**config.mk**
```make
export PLATFORM = sky130hd
export DESIGN_NAME = fcs_host
export DESIGN_NICKNAME = d
export VERILOG_FILES = /design/src/fcs_pkg.sv /design/src/fcs_cyc_if.sv /design/src/fcs_host.sv /design/src/fcs_pin_engine.sv /design/src/fcs_tick.sv
export SDC_FILE = /design/constraint.sdc
export NUM_CORES = 1
export LEC_CHECK = 0
export BUFFER_PORTS_ARGS = -buffer_cell sky130_fd_sc_hd__buf_2
export CAP_MARGIN = 30
export CORE_ASPECT_RATIO = 2
export CORE_MARGIN = 2
export CORE_UTILIZATION = 25
export DETAILED_ROUTE_END_ITERATION = 16
export GPL_TIMING_DRIVEN = 0
export PLACE_DENSITY = 0.43
export SYNTH_ARGS = -nofsm -noshare
export SYNTH_HDL_FRONTEND = slang
export SYNTH_SLANG_ARGS = --single-unit
```
**constraint.sdc**
```tcl
create_clock -name CLK -period 2.17 [get_ports CLK]
set_input_delay 0.1085 -clock CLK [delete_from_list [all_inputs] [get_ports CLK]]
set_output_delay 0.1085 -clock CLK [all_outputs]
set_load 0.05 [all_outputs]
```
**src/fcs_pkg.sv**
```systemverilog
/*
 * Shared constants and types of the flash command/status sequencer host:
 * register map, flash command codes, status bit positions, pin timing.
 * Assumes a 125 MHz clock and a byte-wide flash with a 20-bit address.
 */
package fcs_pkg;

   // ************************************************************
   // Widths
   // ************************************************************
   localparam int ADDR_W = 20;
   localparam int DQ_W = 8;
   localparam int WB_AW = 8;
   localparam int OP_W = 4;

   // ************************************************************
   // Software register map, byte addresses
   // ************************************************************
   localparam logic [7:0] OFF_CTRL = 8'h00;
   localparam logic [7:0] OFF_ADDR = 8'h04;
   localparam logic [7:0] OFF_WDATA = 8'h08;
   localparam logic [7:0] OFF_PINCTL = 8'h0C;
   localparam logic [7:0] OFF_STAT = 8'h10;

   // Control-pin register fields and reset value
   localparam int PIN_VPP = 0;
   localparam int PIN_OVERRIDE = 1;
   localparam int PIN_RUN = 2;
   localparam logic [2:0] PINCTL_RESET = 3'h4;

   // Status register fields
   localparam int ST_BUSY = 0;
   localparam int ST_SUSP = 1;
   localparam int ST_FSTAT_LSB = 8;
   localparam int ST_RDATA_LSB = 16;

   // ************************************************************
   // Operations that software orders through the control register
   // ************************************************************
   localparam logic [3:0] OP_READ_ARRAY = 4'h0;
   localparam logic [3:0] OP_READ_ID = 4'h1;
   localparam logic [3:0] OP_READ_STATUS = 4'h2;
   localparam logic [3:0] OP_CLEAR_STATUS = 4'h3;
   localparam logic [3:0] OP_ERASE = 4'h4;
   localparam logic [3:0] OP_PROGRAM = 4'h5;
   localparam logic [3:0] OP_SUSPEND = 4'h6;
   localparam logic [3:0] OP_RESUME = 4'h7;
   localparam logic [3:0] OP_READ = 4'h8;

   // ************************************************************
   // Flash command codes
   // ************************************************************
   localparam logic [7:0] CMD_READ_ARRAY = 8'hFF;
   localparam logic [7:0] CMD_READ_ID = 8'h90;
   localparam logic [7:0] CMD_READ_STATUS = 8'h70;
   localparam logic [7:0] CMD_CLEAR_STATUS = 8'h50;
   localparam logic [7:0] CMD_ERASE_SETUP = 8'h20;
   localparam logic [7:0] CMD_CONFIRM = 8'hD0;
   localparam logic [7:0] CMD_PROG_SETUP = 8'h40;
   localparam logic [7:0] CMD_PROG_SETUP_ALT = 8'h10;
   localparam logic [7:0] CMD_SUSPEND = 8'hB0;

   // Identifier-mode locations (low address bits)
   localparam logic [19:0] ID_MAKER = 20'h0_0000;
   localparam logic [19:0] ID_PART = 20'h0_0001;
   localparam logic [19:0] ID_BLOCK_PROT = 20'h0_0002;
   localparam logic [19:0] ID_GLOBAL_PROT = 20'h0_0003;

   // Flash status bits
   localparam int SR_READY = 7;
   localparam int SR_ERASE_SUSP = 6;
   localparam int SR_ERASE_ERR = 5;
   localparam int SR_PROG_ERR = 4;
   localparam int SR_SUPPLY_LOW = 3;
   localparam int SR_PROG_SUSP = 2;
   localparam int SR_PROTECT = 1;

   // ************************************************************
   // Pin timing: one tick sets up, strobes span ticks, one recovers
   // ************************************************************
   localparam int CLK_NS = 8;
   localparam int TICK_NS = 40;
   localparam int TICK_CYC = (TICK_NS + CLK_NS - 1) / CLK_NS;
   localparam logic [2:0] TICK_LAST = 3'(TICK_CYC - 1);
   localparam int STROBE_NS = 120;
   localparam int STROBE_TICKS = (STROBE_NS + TICK_NS - 1) / TICK_NS;
   localparam logic [1:0] STROBE_LAST = 2'(STROBE_TICKS - 1);

   typedef enum logic [3:0] {
      E_IDLE = 4'b0001,
      E_SETUP = 4'b0010,
      E_STROBE = 4'b0100,
      E_RECOV = 4'b1000
   } fcs_eng_state_t;

   typedef enum logic [4:0] {
      S_IDLE = 5'b0_0001,
      S_CMD1 = 5'b0_0010,
      S_CMD2 = 5'b0_0100,
      S_READ = 5'b0_1000,
      S_POLL = 5'b1_0000
   } fcs_seq_state_t;

endpackage

```
**src/fcs_cyc_if.sv**
```systemverilog
/*
 * Bus-cycle request channel between the sequencer and the pin engine.
 * Assumes both ends share one clock; req is a one-cycle pulse.
 */
`timescale 1ns/1ps
interface fcs_cyc_if;
   import fcs_pkg::*;
   logic req;
   logic wr;
   logic [ADDR_W-1:0] addr;
   logic [DQ_W-1:0] wdata;
   logic [DQ_W-1:0] rdata;
   logic done;
   modport master (output req, wr, addr, wdata, input rdata, done);
   modport engine (input req, wr, addr, wdata, output rdata, done);
endinterface

```
**src/fcs_host.sv**
```systemverilog
/*
 * Host-side controller for a byte-wide flash with a command interpreter.
 * Software orders operations through Wishbone registers; the sequencer
 * writes command cycles, reads identifier or status data and polls for
 * completion. Assumes flash pins are synchronous to CLK and that the
 * bench resolves the data bus from FL_DQ_OE.
 */
// Decided for this implementation: the Wishbone register port.
// Behaviour
// Identifier command lets reads return maker, part and global protect codes.
// Identifier read at block offset two gives that block's protect bit.
// Identifier and status commands work at any supply or override level.
// After status command every read returns status until a new command.
// Status latches on enable fall; host raises strobes between status reads.
// Error bits 5,4,3,1 accumulate until the clear-status command.
// Clear-status code clears errors; ignored while erase or write suspended.
// Erase is setup plus confirm, both addressed inside the target block.
// After erase or write, reads give status; bit 7 and ready mark done.
// Erase setup without proper confirm sets status bits 4 and 5.
// Erase at supply lockout leaves block intact, sets bits 3 and 5.
// Erase of protected block fails with bits 1 and 5 unless overridden.
// Byte write is setup code then address and data write.
// Write verify flags bit 4 only for ones that failed to clear.
// Write at supply lockout leaves memory intact, sets bits 3 and 4.
// Write to protected block fails with bits 1 and 4 unless overridden.
// Erase suspend halts erase, sets bits 7 and 6, ready goes high.
// In erase suspend, array reads and writes to other blocks allowed.
// Erase resume clears bits 6,7; erase waits for suspended-time writes.
// Write suspend sets bits 7 and 2, ready high; few commands valid.
// Write resume continues write, clears bits 2 and 7, ready low.
// Host holds supply and override levels steady while suspended.
// Erase setup code is 20h, confirm code D0h.
// Suspend code B0h, resume code D0h, address ignored.
// Status-read code is 70h at any address.
// Status bit 7 ready; 6..1 suspend, error and supply flags.
// Identifier code 90h, read-array code FFh, single writes.
`timescale 1ns/1ps
module fcs_host (
   input wire logic CLK,
   input wire logic RST_B,
   input wire logic WB_CYC_I,
   input wire logic WB_STB_I,
   input wire logic WB_WE_I,
   input wire logic [fcs_pkg::WB_AW-1:0] WB_ADR_I,
   input wire logic [3:0] WB_SEL_I,
   input wire logic [31:0] WB_DAT_I,
   output logic [31:0] WB_DAT_O,
   output logic WB_ACK_O,
   input wire logic [fcs_pkg::DQ_W-1:0] FL_DQ_I,
   output logic [fcs_pkg::DQ_W-1:0] FL_DQ_O,
   output logic FL_DQ_OE,
   output logic [fcs_pkg::ADDR_W-1:0] FL_ADDR,
   output logic FL_CE_B,
   output logic FL_OE_B,
   output logic FL_WE_B,
   input wire logic READY_BUSY_N,
   output logic RESET_POWERDOWN_N,
   output logic RP_OVERRIDE,
   output logic VPP_ENABLE
);
   import fcs_pkg::*;

   // ************************************************************
   // Declarations
   // ************************************************************
   fcs_cyc_if cyc ();
   fcs_seq_state_t state_q;
   logic tick;
   logic [OP_W-1:0] op_q;
   logic [ADDR_W-1:0] addr_q;
   logic [DQ_W-1:0] wdata_q;
   logic [DQ_W-1:0] fstat_q;
   logic [DQ_W-1:0] rdata_q;
   logic suspended_q;
   logic req_q;
   logic cwr_q;
   logic [DQ_W-1:0] cdata_q;
   logic busy_cyc;

   // ************************************************************
   // Register bus decode
   // ************************************************************
   wire wb_hit = WB_CYC_I & WB_STB_I & ~WB_ACK_O;
   wire wb_wr = wb_hit & WB_WE_I;
   wire idle = (state_q == S_IDLE);
   wire wr_ctrl = wb_wr & (WB_ADR_I == OFF_CTRL) & WB_SEL_I[0];
   wire wr_addr = wb_wr & (WB_ADR_I == OFF_ADDR) & idle;
   wire wr_wdata = wb_wr & (WB_ADR_I == OFF_WDATA) & WB_SEL_I[0] & idle;
   // Supply and override pins freeze while an operation is held
   wire wr_pin = wb_wr & (WB_ADR_I == OFF_PINCTL) & WB_SEL_I[0]
      & idle & ~suspended_q;
   wire [OP_W-1:0] new_op = WB_DAT_I[OP_W-1:0];
   wire op_ok = (new_op <= OP_READ);
   // A suspend may cut into the wait of a running erase or byte write,
   // but only while no poll read is on the pins
   wire susp_ok = (state_q == S_POLL) & ~busy_cyc & ~req_q
      & ((op_q == OP_ERASE) | (op_q == OP_PROGRAM))
      & (new_op == OP_SUSPEND);
   wire start = wr_ctrl & op_ok & (idle | susp_ok);
   wire [31:0] stat_word = {8'h00, rdata_q, fstat_q, 6'h00, suspended_q,
      ~idle};
   wire [31:0] rd_mux =
      (WB_ADR_I == OFF_CTRL) ? {28'h000_0000, op_q} :
      (WB_ADR_I == OFF_ADDR) ? {12'h000, addr_q} :
      (WB_ADR_I == OFF_WDATA) ? {24'h00_0000, wdata_q} :
      (WB_ADR_I == OFF_PINCTL) ? {29'h0000_0000, RESET_POWERDOWN_N,
         RP_OVERRIDE, VPP_ENABLE} :
      (WB_ADR_I == OFF_STAT) ? stat_word : 32'h0000_0000;

   // Bus answer: one-cycle ack, unmapped reads give zero
   always_ff @(posedge CLK or negedge RST_B) begin
      if (!RST_B) begin
         WB_ACK_O <= 1'b0;
         WB_DAT_O <= 32'h0000_0000;
      end else begin
         WB_ACK_O <= wb_hit;
         if (wb_hit && !WB_WE_I) WB_DAT_O <= rd_mux;
      end
   end

   // Address register, one byte lane per generate entry
   genvar gi;
   generate
      for (gi = 0; gi < 3; gi++) begin : g_addr_lane
         localparam int HI = (gi == 2) ? ADDR_W - 1 : gi * 8 + 7;
         always_ff @(posedge CLK or negedge RST_B) begin
            if (!RST_B) addr_q[HI:gi*8] <= '0;
            else if (wr_addr && WB_SEL_I[gi])
               addr_q[HI:gi*8] <= WB_DAT_I[HI:gi*8];
         end
      end
   endgenerate

   // Software registers
   always_ff @(posedge CLK or negedge RST_B) begin
      if (!RST_B) begin
         op_q <= OP_READ_ARRAY;
         wdata_q <= '0;
         {RESET_POWERDOWN_N, RP_OVERRIDE, VPP_ENABLE} <= PINCTL_RESET;
      end else begin
         if (start) op_q <= WB_DAT_I[OP_W-1:0];
         if (wr_wdata) wdata_q <= WB_DAT_I[DQ_W-1:0];
         if (wr_pin) begin
            VPP_ENABLE <= WB_DAT_I[PIN_VPP];
            RP_OVERRIDE <= WB_DAT_I[PIN_OVERRIDE];
            RESET_POWERDOWN_N <= WB_DAT_I[PIN_RUN];
         end
      end
   end

   // ************************************************************
   // Operation decode
   // ************************************************************
   wire op_erase = (op_q == OP_ERASE);
   wire op_prog = (op_q == OP_PROGRAM);
   wire op_susp = (op_q == OP_SUSPEND);
   wire op_res = (op_q == OP_RESUME);
   wire op_stat = (op_q == OP_READ_STATUS);
   wire op_plain = (op_q == OP_READ);
   wire has2 = op_erase | op_prog;
   wire has_rd = op_stat | op_plain | (op_q == OP_READ_ID);
   wire polls = has2 | op_susp | op_res;
   // First code of the order being started; identifier and status
   // commands go out whatever the supply levels
   wire [DQ_W-1:0] code1 =
      (new_op == OP_READ_ARRAY) ? CMD_READ_ARRAY :
      (new_op == OP_READ_ID) ? CMD_READ_ID :
      (new_op == OP_READ_STATUS) ? CMD_READ_STATUS :
      (new_op == OP_CLEAR_STATUS) ? CMD_CLEAR_STATUS :
      (new_op == OP_ERASE) ? CMD_ERASE_SETUP :
      (new_op == OP_PROGRAM) ? CMD_PROG_SETUP :
      (new_op == OP_SUSPEND) ? CMD_SUSPEND : CMD_CONFIRM;
   wire [DQ_W-1:0] code2 = op_erase ? CMD_CONFIRM : wdata_q;
   // Poll reads wait for the ready pin, status bit 7 decides the end
   wire poll_go = READY_BUSY_N;
   wire done_ready = cyc.rdata[SR_READY];

   assign cyc.req = req_q;
   assign cyc.wr = cwr_q;
   assign cyc.addr = addr_q;
   assign cyc.wdata = cdata_q;

   // ************************************************************
   // Sequencer
   // ************************************************************
   // A read is re-issued only after the engine has raised the strobes,
   // so each poll sees a freshly latched status byte
   always_ff @(posedge CLK or negedge RST_B) begin
      if (!RST_B) begin
         state_q <= S_IDLE;
         req_q <= 1'b0;
         cwr_q <= 1'b0;
         cdata_q <= '0;
         fstat_q <= '0;
         rdata_q <= '0;
         suspended_q <= 1'b0;
      end else begin
         req_q <= 1'b0;
         case (state_q)
            S_IDLE: if (start) begin
               req_q <= 1'b1;
               if (WB_DAT_I[OP_W-1:0] == OP_READ) begin
                  cwr_q <= 1'b0;
                  state_q <= S_READ;
               end else begin
                  cwr_q <= 1'b1;
                  state_q <= S_CMD1;
               end
            end
            S_CMD1: if (cyc.done) begin
               if (has2) begin
                  req_q <= 1'b1;
                  cdata_q <= code2;
                  state_q <= S_CMD2;
               end else if (has_rd) begin
                  req_q <= 1'b1;
                  cwr_q <= 1'b0;
                  state_q <= S_READ;
               end else if (polls) begin
                  cwr_q <= 1'b0;
                  state_q <= S_POLL;
               end else begin
                  state_q <= S_IDLE;
               end
            end
            S_CMD2: if (cyc.done) begin
               cwr_q <= 1'b0;
               state_q <= S_POLL;
            end
            S_READ: if (cyc.done) begin
               rdata_q <= cyc.rdata;
               if (op_stat) fstat_q <= cyc.rdata;
               state_q <= S_IDLE;
            end
            S_POLL: begin
               if (!req_q && poll_go && !cyc.done && !busy_cyc)
                  req_q <= 1'b1;
               if (cyc.done) begin
                  fstat_q <= cyc.rdata;
                  if (done_ready) begin
                     state_q <= S_IDLE;
                     if (op_susp)
                        suspended_q <= cyc.rdata[SR_ERASE_SUSP]
                           | cyc.rdata[SR_PROG_SUSP];
                     else if (op_res)
                        suspended_q <= 1'b0;
                  end
               end
            end
            default: state_q <= S_IDLE;
         endcase
         if (start) cdata_q <= code1;
         // Suspend order taken during a poll wait
         if (start && !idle) begin
            req_q <= 1'b1;
            cwr_q <= 1'b1;
            state_q <= S_CMD1;
         end
      end
   end

   // Engine occupancy, so a poll read is never requested twice
   always_ff @(posedge CLK or negedge RST_B) begin
      if (!RST_B) busy_cyc <= 1'b0;
      else if (req_q) busy_cyc <= 1'b1;
      else if (cyc.done) busy_cyc <= 1'b0;
   end

   // ************************************************************
   // Sub-blocks
   // ************************************************************
   fcs_tick u_tick (
      .clk(CLK),
      .rst_b(RST_B),
      .tick(tick)
   );

   fcs_pin_engine u_engine (
      .clk(CLK),
      .rst_b(RST_B),
      .tick(tick),
      .cyc(cyc.engine),
      .fl_dq_i(FL_DQ_I),
      .fl_addr(FL_ADDR),
      .fl_dq_o(FL_DQ_O),
      .fl_dq_oe(FL_DQ_OE),
      .fl_ce_b(FL_CE_B),
      .fl_oe_b(FL_OE_B),
      .fl_we_b(FL_WE_B)
   );

   // ************************************************************
   // Checks
   // ************************************************************
   chk_wb_ack_drop: assert property (@(posedge CLK) disable iff (!RST_B)
      WB_ACK_O |=> !WB_ACK_O)
      else $error("ack held for more than one cycle");

   chk_erase_confirm: assert property (@(posedge CLK) disable iff (!RST_B)
      (state_q == S_CMD2 && op_erase && req_q) |->
      (cdata_q == CMD_CONFIRM && FL_ADDR == addr_q))
      else $error("erase confirm wrong code or address");

   chk_prog_setup: assert property (@(posedge CLK) disable iff (!RST_B)
      (state_q == S_CMD1 && op_prog && req_q) |->
      cdata_q == CMD_PROG_SETUP)
      else $error("byte write setup code wrong");

   chk_status_cmd: assert property (@(posedge CLK) disable iff (!RST_B)
      (state_q == S_CMD1 && op_stat && req_q) |->
      cwr_q && cdata_q == CMD_READ_STATUS)
      else $error("status command code wrong");

   chk_suspend_code: assert property (@(posedge CLK) disable iff (!RST_B)
      (state_q == S_CMD1 && op_susp && req_q) |->
      cdata_q == CMD_SUSPEND)
      else $error("suspend command code wrong");

   chk_supply_hold: assert property (@(posedge CLK) disable iff (!RST_B)
      (suspended_q && $past(suspended_q)) |->
      $stable(VPP_ENABLE) && $stable(RP_OVERRIDE))
      else $error("supply or override moved while suspended");

   chk_poll_ends: assert property (@(posedge CLK) disable iff (!RST_B)
      (state_q == S_POLL && cyc.done && cyc.rdata[SR_READY]) |=>
      state_q == S_IDLE && fstat_q[SR_READY])
      else $error("poll did not end on ready status");
endmodule // fcs_host

```
**src/fcs_pin_engine.sv**
```systemverilog
/*
 * Pin engine: turns one request into one asynchronous flash bus cycle
 * (address setup, chip enable with write or output enable, recovery).
 * Assumes requests arrive only while it is idle.
 */
`timescale 1ns/1ps
module fcs_pin_engine (
   input wire logic clk,
   input wire logic rst_b,
   input wire logic tick,
   fcs_cyc_if.engine cyc,
   input wire logic [fcs_pkg::DQ_W-1:0] fl_dq_i,
   output logic [fcs_pkg::ADDR_W-1:0] fl_addr,
   output logic [fcs_pkg::DQ_W-1:0] fl_dq_o,
   output logic fl_dq_oe,
   output logic fl_ce_b,
   output logic fl_oe_b,
   output logic fl_we_b
);
   import fcs_pkg::*;

   fcs_eng_state_t state_q;
   logic wr_q;
   logic [1:0] cnt_q;

   // ************************************************************
   // Cycle sequencing
   // ************************************************************
   // Data stays driven through recovery so the flash latches it on the
   // rising write enable with hold time to spare
   always_ff @(posedge clk or negedge rst_b) begin
      if (!rst_b) begin
         state_q <= E_IDLE;
         wr_q <= 1'b0;
         cnt_q <= 2'h0;
         fl_addr <= '0;
         fl_dq_o <= '0;
         fl_dq_oe <= 1'b0;
         fl_ce_b <= 1'b1;
         fl_oe_b <= 1'b1;
         fl_we_b <= 1'b1;
         cyc.rdata <= '0;
         cyc.done <= 1'b0;
      end else begin
         cyc.done <= 1'b0;
         case (state_q)
            E_IDLE: if (cyc.req) begin
               wr_q <= cyc.wr;
               fl_addr <= cyc.addr;
               fl_dq_o <= cyc.wdata;
               fl_dq_oe <= cyc.wr;
               state_q <= E_SETUP;
            end
            E_SETUP: if (tick) begin
               fl_ce_b <= 1'b0;
               fl_we_b <= ~wr_q;
               fl_oe_b <= wr_q;
               cnt_q <= STROBE_LAST;
               state_q <= E_STROBE;
            end
            E_STROBE: if (tick) begin
               if (cnt_q == 2'h0) begin
                  fl_ce_b <= 1'b1;
                  fl_oe_b <= 1'b1;
                  fl_we_b <= 1'b1;
                  if (!wr_q) cyc.rdata <= fl_dq_i;
                  state_q <= E_RECOV;
               end else begin
                  cnt_q <= cnt_q - 2'h1;
               end
            end
            E_RECOV: if (tick) begin
               fl_dq_oe <= 1'b0;
               cyc.done <= 1'b1;
               state_q <= E_IDLE;
            end
            default: state_q <= E_IDLE;
         endcase
      end
   end

   // ************************************************************
   // Checks
   // ************************************************************
   chk_strobe_excl: assert property (@(posedge clk) disable iff (!rst_b)
      !(!fl_oe_b && !fl_we_b))
      else $error("output and write enable low together");

   chk_data_during_we: assert property (@(posedge clk) disable iff (!rst_b)
      $fell(fl_we_b) |-> fl_dq_oe [*8])
      else $error("data not driven while write enable low");

   chk_oe_high_between: assert property (@(posedge clk)
      disable iff (!rst_b)
      $rose(fl_oe_b) |-> fl_oe_b [*5])
      else $error("output enable not held high between reads");
endmodule // fcs_pin_engine

```
**src/fcs_tick.sv**
```systemverilog
/*
 * Divider giving a one-cycle enable pulse every TICK_CYC clocks.
 * Assumes the pin engine paces all strobe phases from this pulse.
 */
`timescale 1ns/1ps
module fcs_tick (
   input wire logic clk,
   input wire logic rst_b,
   output logic tick
);
   import fcs_pkg::*;

   logic [2:0] cnt_q;

   // Free-running count, pulse on wrap
   always_ff @(posedge clk or negedge rst_b) begin
      if (!rst_b) begin
         cnt_q <= 3'h0;
         tick <= 1'b0;
      end else begin
         cnt_q <= (cnt_q == TICK_LAST) ? 3'h0 : cnt_q + 3'h1;
         tick <= (cnt_q == TICK_LAST);
      end
   end
endmodule // fcs_tick

```
==> summary.md <==
| Metric | Value |
|---|---|
| Setup slack after layout | 0.0820 ns |
| Max rail drop VDD | 0.469 mV |
| Type of the most critical hold path | input port to register |
| Post-Syn Area | 6510 sq um |
| Setup CP Type | register to register |
| Worst-Margin Slew | a little over 0.7 ns |
| Most common cell after layout, fill and taps aside | dfrtp_1 |
| Port bufs | approximately 100 |
| Setup repair after global routing missed its margin | yes |
| Max-cap violations | 0 |
| Crit path launch type | register |
| Vias in the first global route | 5343 |
| CTS clk-pin slew, worst paths | 0.06 ns |
| # fillers | 2707 |
| Leakage Power | roughly 4.3 nW |
| Crit-path leading delay family | simple AND/OR/NAND/NOR gates |
| Core area | 25700 sq um |
| Synth async-reset ratio | 1.00 |
| Seq cells post-synth | 145 |
| Worst path arrival time | 2.40 ns |
| Final wirelength | 20000 um |
| F_max | roughly 480 MHz |
| Ys flop type | dfrtp_1 |
| Max Slew Vio Count | 0 |
| Critical path endpoint category | register |
| Routability congestion estimate | 0.831 |
| Fin Clk Skew | ~0.012 ns |
| CTS H-tree depth | 4 |
| Critical path buffers and inverters | 1 |
| Cell Count, Final, Fillers Out | 1120 |
| Design Area, Final | between 8000 and 9000 sq um |
| Largest net degree at the start of global routing | 86 |
| I/O Pins | 126 |
| DRC Markers | 0 |
| Clk sink count | between 100 and 150 |
| Final Hold Vio Count | 0 |
| Place WS | -0.302 ns |
| Yosys warns | 0 |
| CTS Root Buffer Type | clkbuf_16 |
| CP cell instances | or3_4 > and4b_1 > o211ai_1 > buf_4 > a221o_1 |
| Clock Latency Late Sink | around 0.44 ns |
| Cell Rows | 83 |
| Tmin final | 2.09 ns |
| First-pass GRT wire length | 30700 um |
| Synthesized instance count | between 600 and 700 |
| Height of the die | 232 um |
| Crit-path slowest cell | dfrtp_2 |
| Power density cells | ~700 nW/um^2 |
| Starting Density | 0.254 |
| Metal3 WL | about 550 um |
| Max clock buf depth | 2 |
| Worst Path Required | 2.48 ns |
| Dpl hpwl | about 15000 um |
| Post-Route M1 WL | 7330 um |
| Layout cells sized above 1 | 0.321 |
| Most frequent cells in the layout | 137 x dfrtp_1, 134 x nand2_1, 98 x buf_2 |
| Final nets | 828 |
| TritonCTS clock tree | built |
| Via density | about 4.5 |
| Syn Area/Cell | 10.7 sq um |
| Post-route ant nets | 0 |
| Max incr delay on CP | approximately 0.45 ns |
| Wire per inst | between 15 and 20 um |
| Number of synthesized flops with an enable pin | 0 |
| Slew headroom | 0.524 |
| Initial antenna violation count | 1 |
| First-pass DRT Iterations | 4 |
| Top sig layer | met5 |
| Iteration-0 DRC Markers | 327 |
| Final period util | 0.962 |
| Setup-failing EPs final | 0 |
| GR Overflow Total | 0 |
| Outcome | complete, no violations |
| Vias | 5027 |
| Post-Place Cells | between 1000 and 1500 |
| Met2 WL post-DR | 11400 um |
| Die X | ~120 um |
| Sequential share of the synthesized area | 0.558 |
| Area Growth Syn to Fin | 30.6% |
| Crit-path max FO | 8 |
| Distinct cells, synth | 64 |
| Placed Instance Area | 7500 sq um |
| Die area | around 27000 sq um |
| GRT Resource Usage Total | 0.150 |
| CTS Buf Count | 17 |
| Antenna cell count | 0 |
==> kinds of logic (layout without fill, tap and decap cells) <==
kind of cell | after synthesis | after routing | share of synthesized area
buf+inv | 57 | 224 | 0.0392
compound gates | 90 | 90 | 0.0951
mux | 67 | 67 | 0.117
flops | 145 | 145 | 0.558
simple gates | 239 | 239 | 0.179
xor+xnor | 4 | 4 | 0.00538
fa+ha+maj | 3 | 3 | 0.00577
other cells | 1 | 8 | 0.000576
==> metal layers <==
metal	vias to the layer above	global-route usage
met5	-	0
met4	2	0.0851
met3	35	0.0253
met2	98	0.287
met1	2478	0.150
li1	2414	-
==> registers in the layout (all words and copies together) (netlist names), 2 cells and up <==
signal and flops:
cdata_q 8, u_engine.cnt_q 2, addr_q 20, u_engine.fl_addr 20
u_engine.cyc.rdata 8, fstat_q 8, op_q 4, u_engine.fl_dq_o 8
state_q 5, wdata_q 8, u_engine.state_q 4, WB_DAT_O 24
u_tick.cnt_q 3, rdata_q 8
==> final cells by class <==
| cell class | count | area, sq um | area share |
|---|---|---|---|
| Timing Repair Buffer | 139 | 907 | 0.107 |
| Sequential cell | 145 | 3640 | 0.428 |
| Clock inverter | 15 | 149 | 0.0175 |
| Tap cell | 340 | 425 | 0.0500 |
| Clock buffer | 17 | 425 | 0.0500 |
| Multi-Input combinational cell | 411 | 2710 | 0.318 |
| Inverter | 19 | 71.3 | 0.00839 |
| Buffer | 34 | 179 | 0.0210 |
==> worst register-to-register path, delay by kind of cell, from the launching register on <==
family / cells / cell delay (ns)
simple gates: 2 / 0.73
compound gates: 2 / 0.53
flops: 1 / 0.45
buf+inv: 1 / 0.26
==> where the power goes <==
group	internal [mW]	switching [mW]	leakage (nW)
Clock	1.61	1.29	0.276
Sequential	2.72	0.0137	1.94
Combinational	0.104	0.176	2.08
==> worst paths after layout <==
path                                     startpoint                               end  slack [ns]  cells past startpoint
min in group asynchronous                     RST_B  u_engine.fl_addr[12]$_DFFE_PN0P_        0.22                      2
max in group asynchronous                     RST_B      u_engine.fl_oe_b$_DFFE_PN1P_        1.05                      3
hold reg to reg            WB_DAT_O[16]$_DFFE_PN0P_          WB_DAT_O[16]$_DFFE_PN0P_        0.46                      2
hold / removal                          WB_ADR_I[4]           WB_DAT_O[0]$_DFFE_PN0P_        0.08                      3
setup reg to reg             state_q[3]$_DFFE_PN0P_                 cwr_q$_DFFE_PN0P_        0.08                      5
setup / recovery             state_q[3]$_DFFE_PN0P_                 cwr_q$_DFFE_PN0P_        0.08                      5
==> synth_stat cells, types with 4 or more instances <==
cell / instances / area share
a21oi_1: 13 / 0.010
nor2b_1: 5 / 0.0048
nand2_1: 134 / 0.077
a22oi_1: 12 / 0.014
nor3_1: 9 / 0.0069
nor2_1: 27 / 0.016
a22o_1: 5 / 0.0067
and2_1: 6 / 0.0058
inv_1: 19 / 0.011
or3_1: 5 / 0.0048
mux2_2: 61 / 0.11
o21ai_0: 22 / 0.017
mux2i_1: 5 / 0.0077
o211ai_1: 5 / 0.0058
a31oi_1: 7 / 0.0067
nand2b_1: 5 / 0.0048
nor3b_1: 4 / 0.0046
nand3_1: 16 / 0.012
dfstp_2: 6 / 0.024
clkbuf_1: 25 / 0.014
a222oi_1: 6 / 0.0092
buf_4: 10 / 0.012
dfrtp_1: 139 / 0.53
a21o_1: 4 / 0.0046
==> per-stage QoR <==
stage               TNS [ns]  total power [mW]  hold slack [ns]  utilization
finish                     0              5.91           0.0828        0.331
global route        -0.00919              6.15           0.0883        0.331
CTS                        0              6.02           0.0623        0.329
detailed placement    -13.86              3.03            0.143        0.292
global placement     -209.81              3.02            0.343        0.291
floorplan                  0              2.88           -0.187            -
==> timing repair <==
| action | CTS | global route |
|---|---|---|
| setup buffers | 7 | 4 |
| pin swaps | 5 | 4 |
| hold endpoints to repair | 89 | 0 |
| hold buffers | 28 | 0 |
| endpoints found under the setup margin | 71 | 53 |
| gates resized for setup | 12 | 7 |
| gates cloned | 0 | 0 |
(Power assumes the default switching activity.)
